### src/cafe_pkg.sv
/*
 * Package for the serial control register bank of the sensor front end.
 * Holds register offsets, widths, reset values, frame layout and carrier types.
 * Assumes the block runs on the master clock with all pins synchronous to it.
 */
package cafe_pkg;

	// Width of a serial address and of a serial data word.
	localparam int ADDR_W = 8;
	localparam int DATA_W = 6;
	// Frame length: read flag, address, data.
	localparam int FRAME_BITS = 1 + ADDR_W + DATA_W;
	localparam logic [3:0] FRAME_BITS_C = 4'hf;

	// Register offsets.
	localparam logic [7:0] A_OPMODE_LO = 8'h00;
	localparam logic [7:0] A_OPMODE_HI = 8'h01;
	localparam logic [7:0] A_GAIN_LO = 8'h02;
	localparam logic [7:0] A_GAIN_HI = 8'h03;
	localparam logic [7:0] A_CLAMP_LO = 8'h04;
	localparam logic [7:0] A_CLAMP_HI = 8'h05;
	localparam logic [7:0] A_CTLMODE = 8'h06;
	localparam logic [7:0] A_PIXGAIN0 = 8'h07;
	localparam logic [7:0] A_PIXGAIN1 = 8'h08;
	localparam logic [7:0] A_PIXGAIN2 = 8'h09;
	localparam logic [7:0] A_PIXGAIN3 = 8'h0a;
	localparam logic [7:0] A_INIT_B = 8'h0f;
	localparam logic [7:0] A_OUT_EN = 8'h16;
	localparam logic [7:0] A_LINE_LO = 8'h17;
	localparam logic [7:0] A_LINE_HI = 8'h18;
	localparam logic [7:0] A_BLOCK = 8'h19;
	localparam logic [7:0] A_OUT_PHASE = 8'h1b;
	localparam logic [7:0] A_RESTORE_OFF = 8'h1c;
	localparam logic [7:0] A_SYNC_POL = 8'h1d;
	localparam logic [7:0] A_FIELD = 8'h1e;
	localparam logic [7:0] A_RESYNC = 8'h1f;
	localparam logic [7:0] A_INIT_A = 8'h20;
	localparam logic [7:0] A_READBACK = 8'h21;
	localparam logic [7:0] A_CORE_RUN = 8'h26;

	// Reset values.
	localparam logic [5:0] R_ZERO = 6'h00;
	localparam logic [5:0] R_GAIN_LO = 6'h16;
	localparam logic [3:0] R_GAIN_HI = 4'h2;
	localparam logic [1:0] R_CLAMP_HI = 2'h2;
	localparam logic R_FIELD = 1'b1;

	// Field widths of the double-wide values.
	localparam int OPMODE_W = 8;
	localparam int GAIN_W = 10;
	localparam int CLAMP_W = 8;
	localparam int LINE_W = 12;

	// Received frame as handed from the shifter to the register bank.
	typedef struct packed {
		logic rd;
		logic [ADDR_W-1:0] addr;
		logic [DATA_W-1:0] data;
	} cafe_frame_t;

	// Active, sync-timed control values seen by the front end.
	typedef struct packed {
		logic [OPMODE_W-1:0] opmode;
		logic [GAIN_W-1:0] gain;
		logic [CLAMP_W-1:0] clamp;
		logic [DATA_W-1:0] ctlmode;
		logic [4*DATA_W-1:0] pixgain;
		logic [DATA_W-1:0] out_phase;
		logic restore_off;
	} cafe_afe_t;

endpackage : cafe_pkg

### src/cafe_regbank.sv
/*
 * Serial control register bank: a three-wire write port, shadow and active
 * register copies, serial-load-timed and sync-timed apply, and readback.
 * Assumes serial pins and syncs are synchronous to clk and the serial clock
 * runs well below the master clock, so its edges are seen by sampling.
 */
`timescale 1ns/100ps

// Function
// - Internal mode: device makes horizontal pulses.
// - Apply at load edge or sync edge.
// - Sync-timed by default; listed ones load-timed.
// - Wide value split low six, high rest.
// - Wide value updates after higher half write.
// - Lone low write leaves value unchanged.
// - Lone high write still updates whole value.
// - Operation mode is eight bits at 00/01.
// - Readback bit enables serial register readback.
// - Output bit zero forces outputs inactive.
// - Update line value selects apply line.
// - Block bit stops sync-timed loading.
// - Restore-off bit disables restore during preblank.
// - Sync polarity bit: 0 low, 1 high.
// - Field bit: 0 next odd, 1 even.
// - Resync bit retimes blanking to clock.
// - Core run bit zero holds core reset.
module cafe_regbank #(
	parameter int LINE_W = cafe_pkg::LINE_W
) (
	input wire logic clk,
	input wire logic srst,
	input wire logic ce,
	input wire logic serial_load,
	input wire logic serial_clock,
	input wire logic serial_data_in,
	input wire logic vertical_sync,
	input wire logic horizontal_sync,
	input wire logic ext_mode,
	output logic serial_data_out,
	output logic serial_data_oe,
	output cafe_pkg::cafe_afe_t afe_ctl,
	output logic outputs_active,
	output logic sync_high_active,
	output logic next_field_even,
	output logic blank_resync_en,
	output logic timing_core_rst_n,
	output logic internal_pulses_en,
	output logic [LINE_W-1:0] apply_line
);

	// Previous samples of the serial clock, load and the two syncs.
	logic sck_q;
	logic sl_q;
	logic vd_q;
	logic hd_q;
	// Shift register and bit count of the frame being received.
	logic [cafe_pkg::FRAME_BITS-1:0] shift;
	logic [3:0] bit_cnt;
	// Frame length as a count value, declared before the shifter reads it.
	localparam logic [3:0] FRAME_BITS_C = cafe_pkg::FRAME_BITS_C;
	// Frame latched at the serial clock edge that completes it.
	cafe_pkg::cafe_frame_t frame;
	logic frame_done;
	// Shadow copies of sync-timed registers, written straight by the host.
	logic [cafe_pkg::OPMODE_W-1:0] sh_opmode;
	logic [cafe_pkg::GAIN_W-1:0] sh_gain;
	logic [cafe_pkg::CLAMP_W-1:0] sh_clamp;
	logic [5:0] sh_ctlmode;
	logic [23:0] sh_pixgain;
	logic [5:0] sh_out_phase;
	logic sh_restore_off;
	logic sh_out_en;
	logic [LINE_W-1:0] sh_line;
	logic [5:0] init_b;
	logic [5:0] init_a;
	// Pending low halves of the double-wide values, held until the high half.
	logic [5:0] lo_opmode;
	logic [5:0] lo_gain;
	logic [5:0] lo_clamp;
	logic [5:0] lo_line;
	// Load-timed registers.
	logic block_sync;
	logic readback_en;
	// A sync-timed write is waiting, and a vertical edge has been seen.
	logic pending;
	logic vd_armed;
	// Line counter within the field.
	logic [LINE_W-1:0] line_cnt;
	// Readback shift register.
	logic [5:0] rb_shift;

	// Edge detects, with syncs normalised to active-high by the polarity bit.
	logic sck_rise;
	logic sck_fall;
	logic sl_rise;
	logic vd_act;
	logic hd_act;
	logic vd_edge;
	logic hd_edge;
	logic sync_apply;
	assign sck_rise = serial_clock & ~sck_q;
	assign sck_fall = ~serial_clock & sck_q;
	assign sl_rise = serial_load & ~sl_q;
	assign vd_act = vertical_sync ~^ sync_high_active;
	assign hd_act = horizontal_sync ~^ sync_high_active;
	assign vd_edge = vd_act & ~vd_q;
	assign hd_edge = hd_act & ~hd_q;
	// Sync apply: line edge after a vertical edge, on the chosen line, not blocked.
	assign sync_apply = hd_edge & vd_armed & pending & ~block_sync
		& (line_cnt == apply_line);

	// Read one register of the map; unmapped offsets read zero.
	function automatic logic [5:0] rd_reg(input logic [7:0] a);
		unique case (a)
			cafe_pkg::A_OPMODE_LO: rd_reg = sh_opmode[5:0];
			cafe_pkg::A_OPMODE_HI: rd_reg = {4'h0, sh_opmode[7:6]};
			cafe_pkg::A_GAIN_LO: rd_reg = sh_gain[5:0];
			cafe_pkg::A_GAIN_HI: rd_reg = {2'h0, sh_gain[9:6]};
			cafe_pkg::A_CLAMP_LO: rd_reg = sh_clamp[5:0];
			cafe_pkg::A_CLAMP_HI: rd_reg = {4'h0, sh_clamp[7:6]};
			cafe_pkg::A_CTLMODE: rd_reg = sh_ctlmode;
			cafe_pkg::A_PIXGAIN0: rd_reg = sh_pixgain[5:0];
			cafe_pkg::A_PIXGAIN1: rd_reg = sh_pixgain[11:6];
			cafe_pkg::A_PIXGAIN2: rd_reg = sh_pixgain[17:12];
			cafe_pkg::A_PIXGAIN3: rd_reg = sh_pixgain[23:18];
			cafe_pkg::A_INIT_B: rd_reg = init_b;
			cafe_pkg::A_OUT_EN: rd_reg = {5'h00, sh_out_en};
			cafe_pkg::A_LINE_LO: rd_reg = sh_line[5:0];
			cafe_pkg::A_LINE_HI: rd_reg = sh_line[11:6];
			cafe_pkg::A_BLOCK: rd_reg = {5'h00, block_sync};
			cafe_pkg::A_OUT_PHASE: rd_reg = sh_out_phase;
			cafe_pkg::A_RESTORE_OFF: rd_reg = {5'h00, sh_restore_off};
			cafe_pkg::A_SYNC_POL: rd_reg = {5'h00, sync_high_active};
			cafe_pkg::A_FIELD: rd_reg = {5'h00, next_field_even};
			cafe_pkg::A_RESYNC: rd_reg = {5'h00, blank_resync_en};
			cafe_pkg::A_INIT_A: rd_reg = init_a;
			cafe_pkg::A_READBACK: rd_reg = {5'h00, readback_en};
			cafe_pkg::A_CORE_RUN: rd_reg = {5'h00, timing_core_rst_n};
			default: rd_reg = cafe_pkg::R_ZERO;
		endcase
	endfunction : rd_reg

	// Sample the pins once per cycle for edge detection.
	always_ff @(posedge clk) begin
		if (srst) begin
			sck_q <= 1'b0;
			// The load line idles high, so no false rise follows reset.
			sl_q <= 1'b1;
			vd_q <= 1'b0;
			hd_q <= 1'b0;
		end else if (ce) begin
			sck_q <= serial_clock;
			sl_q <= serial_load;
			vd_q <= vd_act;
			hd_q <= hd_act;
		end
	end

	// Shift in a frame on serial clock rises while the load line is low.
	always_ff @(posedge clk) begin
		if (srst) begin
			shift <= '0;
			bit_cnt <= 4'h0;
			frame <= '0;
			frame_done <= 1'b0;
		end else if (ce) begin
			frame_done <= 1'b0;
			if (serial_load) begin
				// Load high idles the link and restarts the frame.
				bit_cnt <= 4'h0;
			end else if (sck_rise) begin
				shift <= {shift[cafe_pkg::FRAME_BITS-2:0], serial_data_in};
				if (bit_cnt == FRAME_BITS_C - 4'h1) begin
					// Last bit: hand over the frame and start the next.
					frame <= {shift[cafe_pkg::FRAME_BITS-2:0], serial_data_in};
					frame_done <= 1'b1;
					bit_cnt <= 4'h0;
				end else begin
					bit_cnt <= bit_cnt + 4'h1;
				end
			end
		end
	end

	// Shadow writes; double-wide low halves wait in a holding register.
	always_ff @(posedge clk) begin
		if (srst) begin
			sh_opmode <= '0;
			sh_gain <= {cafe_pkg::R_GAIN_HI, cafe_pkg::R_GAIN_LO};
			sh_clamp <= {cafe_pkg::R_CLAMP_HI, cafe_pkg::R_ZERO};
			sh_ctlmode <= cafe_pkg::R_ZERO;
			sh_pixgain <= '0;
			sh_out_phase <= cafe_pkg::R_ZERO;
			sh_restore_off <= 1'b0;
			sh_out_en <= 1'b0;
			sh_line <= '0;
			init_a <= cafe_pkg::R_ZERO;
			init_b <= cafe_pkg::R_ZERO;
			lo_opmode <= cafe_pkg::R_ZERO;
			lo_gain <= cafe_pkg::R_ZERO;
			lo_clamp <= cafe_pkg::R_ZERO;
			lo_line <= cafe_pkg::R_ZERO;
		end else if (ce && frame_done && !frame.rd) begin
			unique case (frame.addr)
				// Low halves only park; the wide value is untouched.
				cafe_pkg::A_OPMODE_LO: lo_opmode <= frame.data;
				cafe_pkg::A_GAIN_LO: lo_gain <= frame.data;
				cafe_pkg::A_CLAMP_LO: lo_clamp <= frame.data;
				cafe_pkg::A_LINE_LO: lo_line <= frame.data;
				// High halves commit the whole value with the parked low half.
				cafe_pkg::A_OPMODE_HI: sh_opmode <= {frame.data[1:0], lo_opmode};
				cafe_pkg::A_GAIN_HI: sh_gain <= {frame.data[3:0], lo_gain};
				cafe_pkg::A_CLAMP_HI: sh_clamp <= {frame.data[1:0], lo_clamp};
				cafe_pkg::A_LINE_HI: sh_line <= {frame.data, lo_line};
				cafe_pkg::A_CTLMODE: sh_ctlmode <= frame.data;
				cafe_pkg::A_PIXGAIN0: sh_pixgain[5:0] <= frame.data;
				cafe_pkg::A_PIXGAIN1: sh_pixgain[11:6] <= frame.data;
				cafe_pkg::A_PIXGAIN2: sh_pixgain[17:12] <= frame.data;
				cafe_pkg::A_PIXGAIN3: sh_pixgain[23:18] <= frame.data;
				cafe_pkg::A_INIT_B: init_b <= frame.data;
				cafe_pkg::A_INIT_A: init_a <= frame.data;
				cafe_pkg::A_OUT_EN: sh_out_en <= frame.data[0];
				cafe_pkg::A_OUT_PHASE: sh_out_phase <= frame.data;
				cafe_pkg::A_RESTORE_OFF: sh_restore_off <= frame.data[0];
				// Other offsets are load-timed or unmapped and handled elsewhere.
				default: sh_out_en <= sh_out_en;
			endcase
		end
	end

	// Load-timed registers apply on the serial load rising edge.
	logic [5:0] lt_data;
	logic [7:0] lt_addr;
	logic lt_valid;
	always_ff @(posedge clk) begin
		if (srst) begin
			lt_valid <= 1'b0;
			lt_addr <= '0;
			lt_data <= '0;
			block_sync <= 1'b0;
			readback_en <= 1'b0;
			sync_high_active <= 1'b0;
			next_field_even <= cafe_pkg::R_FIELD;
			blank_resync_en <= 1'b0;
			timing_core_rst_n <= 1'b0;
		end else if (ce) begin
			if (frame_done && !frame.rd) begin
				lt_valid <= 1'b1;
				lt_addr <= frame.addr;
				lt_data <= frame.data;
			end
			if (sl_rise && lt_valid) begin
				lt_valid <= 1'b0;
				unique case (lt_addr)
					cafe_pkg::A_BLOCK: block_sync <= lt_data[0];
					cafe_pkg::A_READBACK: readback_en <= lt_data[0];
					cafe_pkg::A_SYNC_POL: sync_high_active <= lt_data[0];
					cafe_pkg::A_FIELD: next_field_even <= lt_data[0];
					cafe_pkg::A_RESYNC: blank_resync_en <= lt_data[0];
					cafe_pkg::A_CORE_RUN: timing_core_rst_n <= lt_data[0];
					default: lt_valid <= 1'b0;
				endcase
			end
		end
	end

	// Track a waiting sync-timed write and the vertical edge that arms it.
	always_ff @(posedge clk) begin
		if (srst) begin
			pending <= 1'b0;
			vd_armed <= 1'b0;
		end else if (ce) begin
			if (frame_done && !frame.rd) begin
				pending <= 1'b1;
			end else if (sync_apply) begin
				pending <= 1'b0;
			end
			if (vd_edge) begin
				vd_armed <= 1'b1;
			end else if (sync_apply) begin
				vd_armed <= 1'b0;
			end
		end
	end

	// Count lines from each vertical edge.
	always_ff @(posedge clk) begin
		if (srst) begin
			line_cnt <= '0;
		end else if (ce) begin
			if (vd_edge) begin
				line_cnt <= '0;
			end else if (hd_edge && vd_armed) begin
				line_cnt <= line_cnt + 1'b1;
			end
		end
	end

	// Copy shadows into the active set on a sync apply.
	always_ff @(posedge clk) begin
		if (srst) begin
			afe_ctl <= '{opmode: '0,
				gain: {cafe_pkg::R_GAIN_HI, cafe_pkg::R_GAIN_LO},
				clamp: {cafe_pkg::R_CLAMP_HI, cafe_pkg::R_ZERO},
				ctlmode: '0, pixgain: '0, out_phase: '0, restore_off: 1'b0};
			outputs_active <= 1'b0;
			apply_line <= '0;
			internal_pulses_en <= 1'b0;
		end else if (ce) begin
			if (sync_apply) begin
				afe_ctl <= '{opmode: sh_opmode, gain: sh_gain, clamp: sh_clamp,
					ctlmode: sh_ctlmode, pixgain: sh_pixgain,
					out_phase: sh_out_phase, restore_off: sh_restore_off};
				outputs_active <= sh_out_en;
				apply_line <= sh_line;
			end
			// Pulses are made inside only in internal mode with the core running.
			internal_pulses_en <= ~ext_mode & timing_core_rst_n;
		end
	end

	// Readback: a read frame shifts the register out MSB first on clock falls.
	always_ff @(posedge clk) begin
		if (srst) begin
			rb_shift <= '0;
			serial_data_out <= 1'b0;
			serial_data_oe <= 1'b0;
		end else if (ce) begin
			if (frame_done && frame.rd && readback_en) begin
				rb_shift <= rd_reg(frame.addr);
				serial_data_oe <= 1'b1;
			end else if (serial_load) begin
				serial_data_oe <= 1'b0;
			end
			if (sck_fall && serial_data_oe) begin
				serial_data_out <= rb_shift[5];
				rb_shift <= {rb_shift[4:0], 1'b0};
			end
		end
	end

	// A wide value changes only after its high half was written.
	property p_low_holds;
		@(posedge clk) disable iff (srst)
		(ce && frame_done && !frame.rd && frame.addr == cafe_pkg::A_GAIN_LO)
		|=> $stable(sh_gain);
	endproperty
	a_low_holds: assert property (p_low_holds) else $error("low half moved value");

	property p_high_commits;
		@(posedge clk) disable iff (srst)
		(ce && frame_done && !frame.rd && frame.addr == cafe_pkg::A_LINE_HI)
		|=> sh_line == {$past(frame.data), $past(lo_line)};
	endproperty
	a_high_commits: assert property (p_high_commits) else $error("high half bad");

	property p_block;
		@(posedge clk) disable iff (srst)
		block_sync |-> !sync_apply;
	endproperty
	a_block: assert property (p_block) else $error("blocked apply fired");

	property p_apply;
		@(posedge clk) disable iff (srst)
		(ce && sync_apply) |=> afe_ctl.gain == $past(sh_gain) && !pending;
	endproperty
	a_apply: assert property (p_apply) else $error("apply copy wrong");

	property p_load_edge;
		@(posedge clk) disable iff (srst)
		(ce && sl_rise && lt_valid && lt_addr == cafe_pkg::A_CORE_RUN)
		|=> timing_core_rst_n == $past(lt_data[0]);
	endproperty
	a_load_edge: assert property (p_load_edge) else $error("core run not applied");

	property p_field;
		@(posedge clk) disable iff (srst)
		(ce && sl_rise && lt_valid && lt_addr == cafe_pkg::A_FIELD)
		|=> next_field_even == $past(lt_data[0]);
	endproperty
	a_field: assert property (p_field) else $error("field bit not applied");

	property p_out_active;
		@(posedge clk) disable iff (srst)
		(ce && sync_apply) |=> outputs_active == $past(sh_out_en);
	endproperty
	a_out_active: assert property (p_out_active) else $error("output bit wrong");

	property p_rb;
		@(posedge clk) disable iff (srst)
		(ce && frame_done && frame.rd && !readback_en) |=> $stable(rb_shift);
	endproperty
	a_rb: assert property (p_rb) else $error("readback while off");

endmodule : cafe_regbank

### config.mk
export PLATFORM = sky130hd
export DESIGN_NAME = cafe_regbank
export DESIGN_NICKNAME = d
export VERILOG_FILES = /design/src/cafe_pkg.sv /design/src/cafe_regbank.sv
export SDC_FILE = /design/constraint.sdc
export NUM_CORES = 1
export LEC_CHECK = 0
export BUFFER_PORTS_ARGS = -buffer_cell sky130_fd_sc_hd__buf_2
export CAP_MARGIN = 20
export CORE_UTILIZATION = 38
export DETAILED_ROUTE_END_ITERATION = 16
export PLACE_DENSITY = 0.66
export SYNTH_ARGS = -nofsm -noshare
export SYNTH_HDL_FRONTEND = slang
export SYNTH_SLANG_ARGS = --single-unit
### constraint.sdc
create_clock -name clk -period 2 [get_ports clk]
set_input_delay 0 -clock clk [delete_from_list [all_inputs] [get_ports clk]]
set_output_delay 0 -clock clk [all_outputs]
set_load 0.01 [all_outputs]
==> results.py <==
metrics = {
    "cts": {
        "root_buffer": "clkbuf_16",
        "cts_tree": "done",
        "htree_levels": 1,
        "clkSinkCount": 265,
        "clk_pin_slew_ps": 60,
        "cts_buffer_depth": 3,
        "cts_buffers": 29,
        "clkLatencyLatePin_ps": 540,
    },
    "synthesis": {
        "async_flop_share_pct": 0,
        "netlist.area_leader.share_pct": 48.01,
        "synth.distinct_cells": 63,
        "synth_top_cell_by_area": "dfxtp_1",
        "synth-edff-count": 0,
        "ys_warn_count": 0,
        "ys_ff_latch": 265,
        "syn_area_per_cell_um2": 8.693,
        "yosysSeqAreaShare_pct": 48.01,
        "synth.area.top_cells": "dfxtp_1, mux2i_1, nand2_1",
        "synth-main-ff-cell": "dfxtp_1",
        "syn_area_um2": 11050,
        "synthCells": 1271,
        "synth_fp_nets": 1283,
    },
    "power": {
        "finalPower_mw": 10.78,
        "power_density_nw_per_um2": 792.4,
        "ir_drop_v": 0.0004900,
        "leakagePower_nw": 5.844,
    },
    "sta": {
        "setup_tns_ps": 0,
        "hold_viol": 8,
        "rsz0062_at_grt": "yes",
        "slew_viol_final": 0,
        "period_share_pct": 98.39,
        "period_needed_ps": 1968,
        "slew_headroom_pct": 58.26,
        "setup_viol": 0,
        "whs_ps": -26.47,
        "worstMarginPinSlew_ps": 626.1,
        "fin_skew_ps": 11.08,
        "max_freq_mhz": 508.2,
    },
    "floorplanning": {
        "die_y_um": 172.5,
        "rows": 62,
        "initial_core_util_pct": 38.60,
        "ios": 92,
        "die_area_um2": 29760,
        "die_width_um": 172.5,
        "core-area_um2": 28630,
    },
    "global_route": {
        "grt_max_degree": 140,
        "grt_pass1_vias": 8791,
        "grt_remaining_overflow": 0,
        "antenna_found_initial": 0,
        "grt_pass1_wl_um": 48650,
        "track_usage_pct": 20.07,
    },
    "final_layout": {
        "nets": 1413,
        "syn2layout_area_growth_pct": 23.09,
        "fin_util_pct": 47.51,
        "drive_gt1_share_pct": 19.55,
        "multi_input_area_um2": 5430,
        "fin_area_um2": 13600,
        "register_area_um2": 5315,
        "nFillCells": 2750,
        "diodes": 0,
    },
    "status": {
        "failed_checks": "hold timing",
        "status": "complete, but fails checks",
    },
    "setup_path": {
        "crit_type": "reg -> reg",
        "setup.worst_path.start_class": "register",
        "cp.required_ps": 2440,
        "endpoint_kind": "register",
        "cp_data_arrival_time_ps": 2410,
        "critPathMaxFanout": 9,
    },
    "drt": {
        "via_count": 9384,
        "drt-initial-drc-count": 787,
        "ant_nets": 0,
        "dr.pass1.iters": 7,
        "drc": 0,
        "wirelength_um": 31040,
        "vias_per_cell": 5.196,
        "wl_per_cell_um": 17.18,
    },
    "min_path": {
        "hold_path_class": "in -> reg",
    },
    "place": {
        "io_buffers": 91,
        "place_hpwl_um": 21450,
        "dpl_cell_area_um2": 12310,
        "gp_congestion": 0.9783,
    },
    "run": {
        "max_cap_viol_count": 0,
    },
}
[placed cells by master (no fill, tap or decap), types with 6 or more instances in the layout]
master / instances
dfxtp_1: 257
nand2_1: 199
nor2_1: 159
mux2i_1: 132
a21oi_1: 123
buf_2: 90
buf_4: 80
nand3_1: 75
clkbuf_16: 30
o21ai_0: 19
xor2_1: 13
inv_1: 12
nand2b_1: 11
nor3_1: 11
nand4_1: 11
a22oi_1: 11
a22o_1: 11
dlygate4sd3_1: 11
dfxtp_2: 8
clkbuf_1: 7
buf_12: 7
and3_1: 6
or3_1: 6
a32oi_1: 6
xnor2_1: 6
nand3b_1: 6
[layer usage]
layer / share of wire, % / GRT usage [%]
met3: 5.3 / 3.559
met4: 3.0 / 6.548
met2: 46 / 31.92
met5: 0 / 0
met1: 46 / 27.43
[repair_timing]
item | 4_1_cts | 5_1_grt
endpoints found under the setup margin | 15 | 129
pin swaps | 1 | 8
hold buffers | 11 | 0
setup buffers | 0 | 5
gates resized for setup | 7 | 32
gates cloned | 0 | 2
endpoints found under the hold margin | 12 | 0
[cell usage after synthesis, types with 3 or more instances]
cell type  number
a211o_1         5
a211oi_1        5
a21oi_1       124
a22o_1         11
a22oi_1        11
a31oi_1         3
a32oi_1         7
and2_1          5
and3_1          6
and3b_1         4
buf_1           3
buf_2          30
buf_4           4
clkbuf_1       56
dfxtp_1       265
ha_1            3
inv_1          12
mux2_2          4
mux2i_1       132
nand2_1       199
nand2b_1       11
nand3_1        77
nand3b_1        6
nand4_1        11
nor2_1        159
nor2b_1         6
nor3_1         12
nor3_2          3
nor3b_1         4
nor4_1          4
o21ai_0        19
or2_2           5
or3_1           7
xnor2_1         7
xor2_1         14
[metrics by stage]
stage               setup WS (ps)  cells
floorplan                   163.5   1271
global placement           -224.3   1736
detailed placement         -157.4   1736
CTS                        -5.853   1799
global route               -46.58   1806
finish                      32.17   1806
[logic make-up after synthesis]
group / after synthesis / synth area share, %
flip-flops: 265 / 48.01
AND/OR/NAND/NOR: 532 / 21.92
adder cells (fa/ha/maj): 3 / 0.3397
AO/OA/AOI/OAI: 206 / 11.14
multiplexers: 138 / 12.77
buffers and inverters: 106 / 4.144
XOR/XNOR: 21 / 1.665
[sequential cells by signal, indices dropped and copies added (netlist names), 6 cells and up]
signal        flops
sh_ctlmode        6
shift            14
line_cnt         12
init_b            6
sh_out_phase      6
lt_addr           8
sh_clamp          8
sh_pixgain       24
init_a            6
lo_line           6
sh_opmode         8
rb_shift          6
lo_opmode         6
lo_clamp          6
apply_line       12
sh_line          12
sh_gain          10
afe_ctl          63
lo_gain           6
frame            15
[cell type report]
class	instances	area share (%)
Inverter	12	0.3312
Tap cell	384	3.533
Clock buffer	39	5.833
Sequential cell	265	39.08
Multi-Input combinational cell	900	39.93
Clock inverter	13	1.187
Timing Repair Buffer	193	10.11
[worst max-delay path: stages (launching register included)]
cell and delay [ps]:
dfxtp_2 370, or4b_4 550, o32ai_2 120, nand3_1 150, and4_1 220, a41o_1 240, a311oi_1 220
[where the power goes]
group          leakage, nW  internal (mW)  switching, mW  total (mW)
Clock                0.455           3.17           2.14        5.31
Combinational         3.25         0.0537          0.122       0.176
Sequential            2.14           5.29        0.00673        5.29
[path summary, 6_finish.rpt]
check                              endpoint  slack [ps]  startpoint  depth (start not counted)
worst max register to register  rb_shift[1]          30    frame[7]                          6
worst max-delay path            rb_shift[1]          30    frame[7]                          6
worst min-delay path               vd_armed         -30        srst                          3
worst min register to register    frame[14]         450   shift[13]                          2
Power figures use the tool's default switching activity.
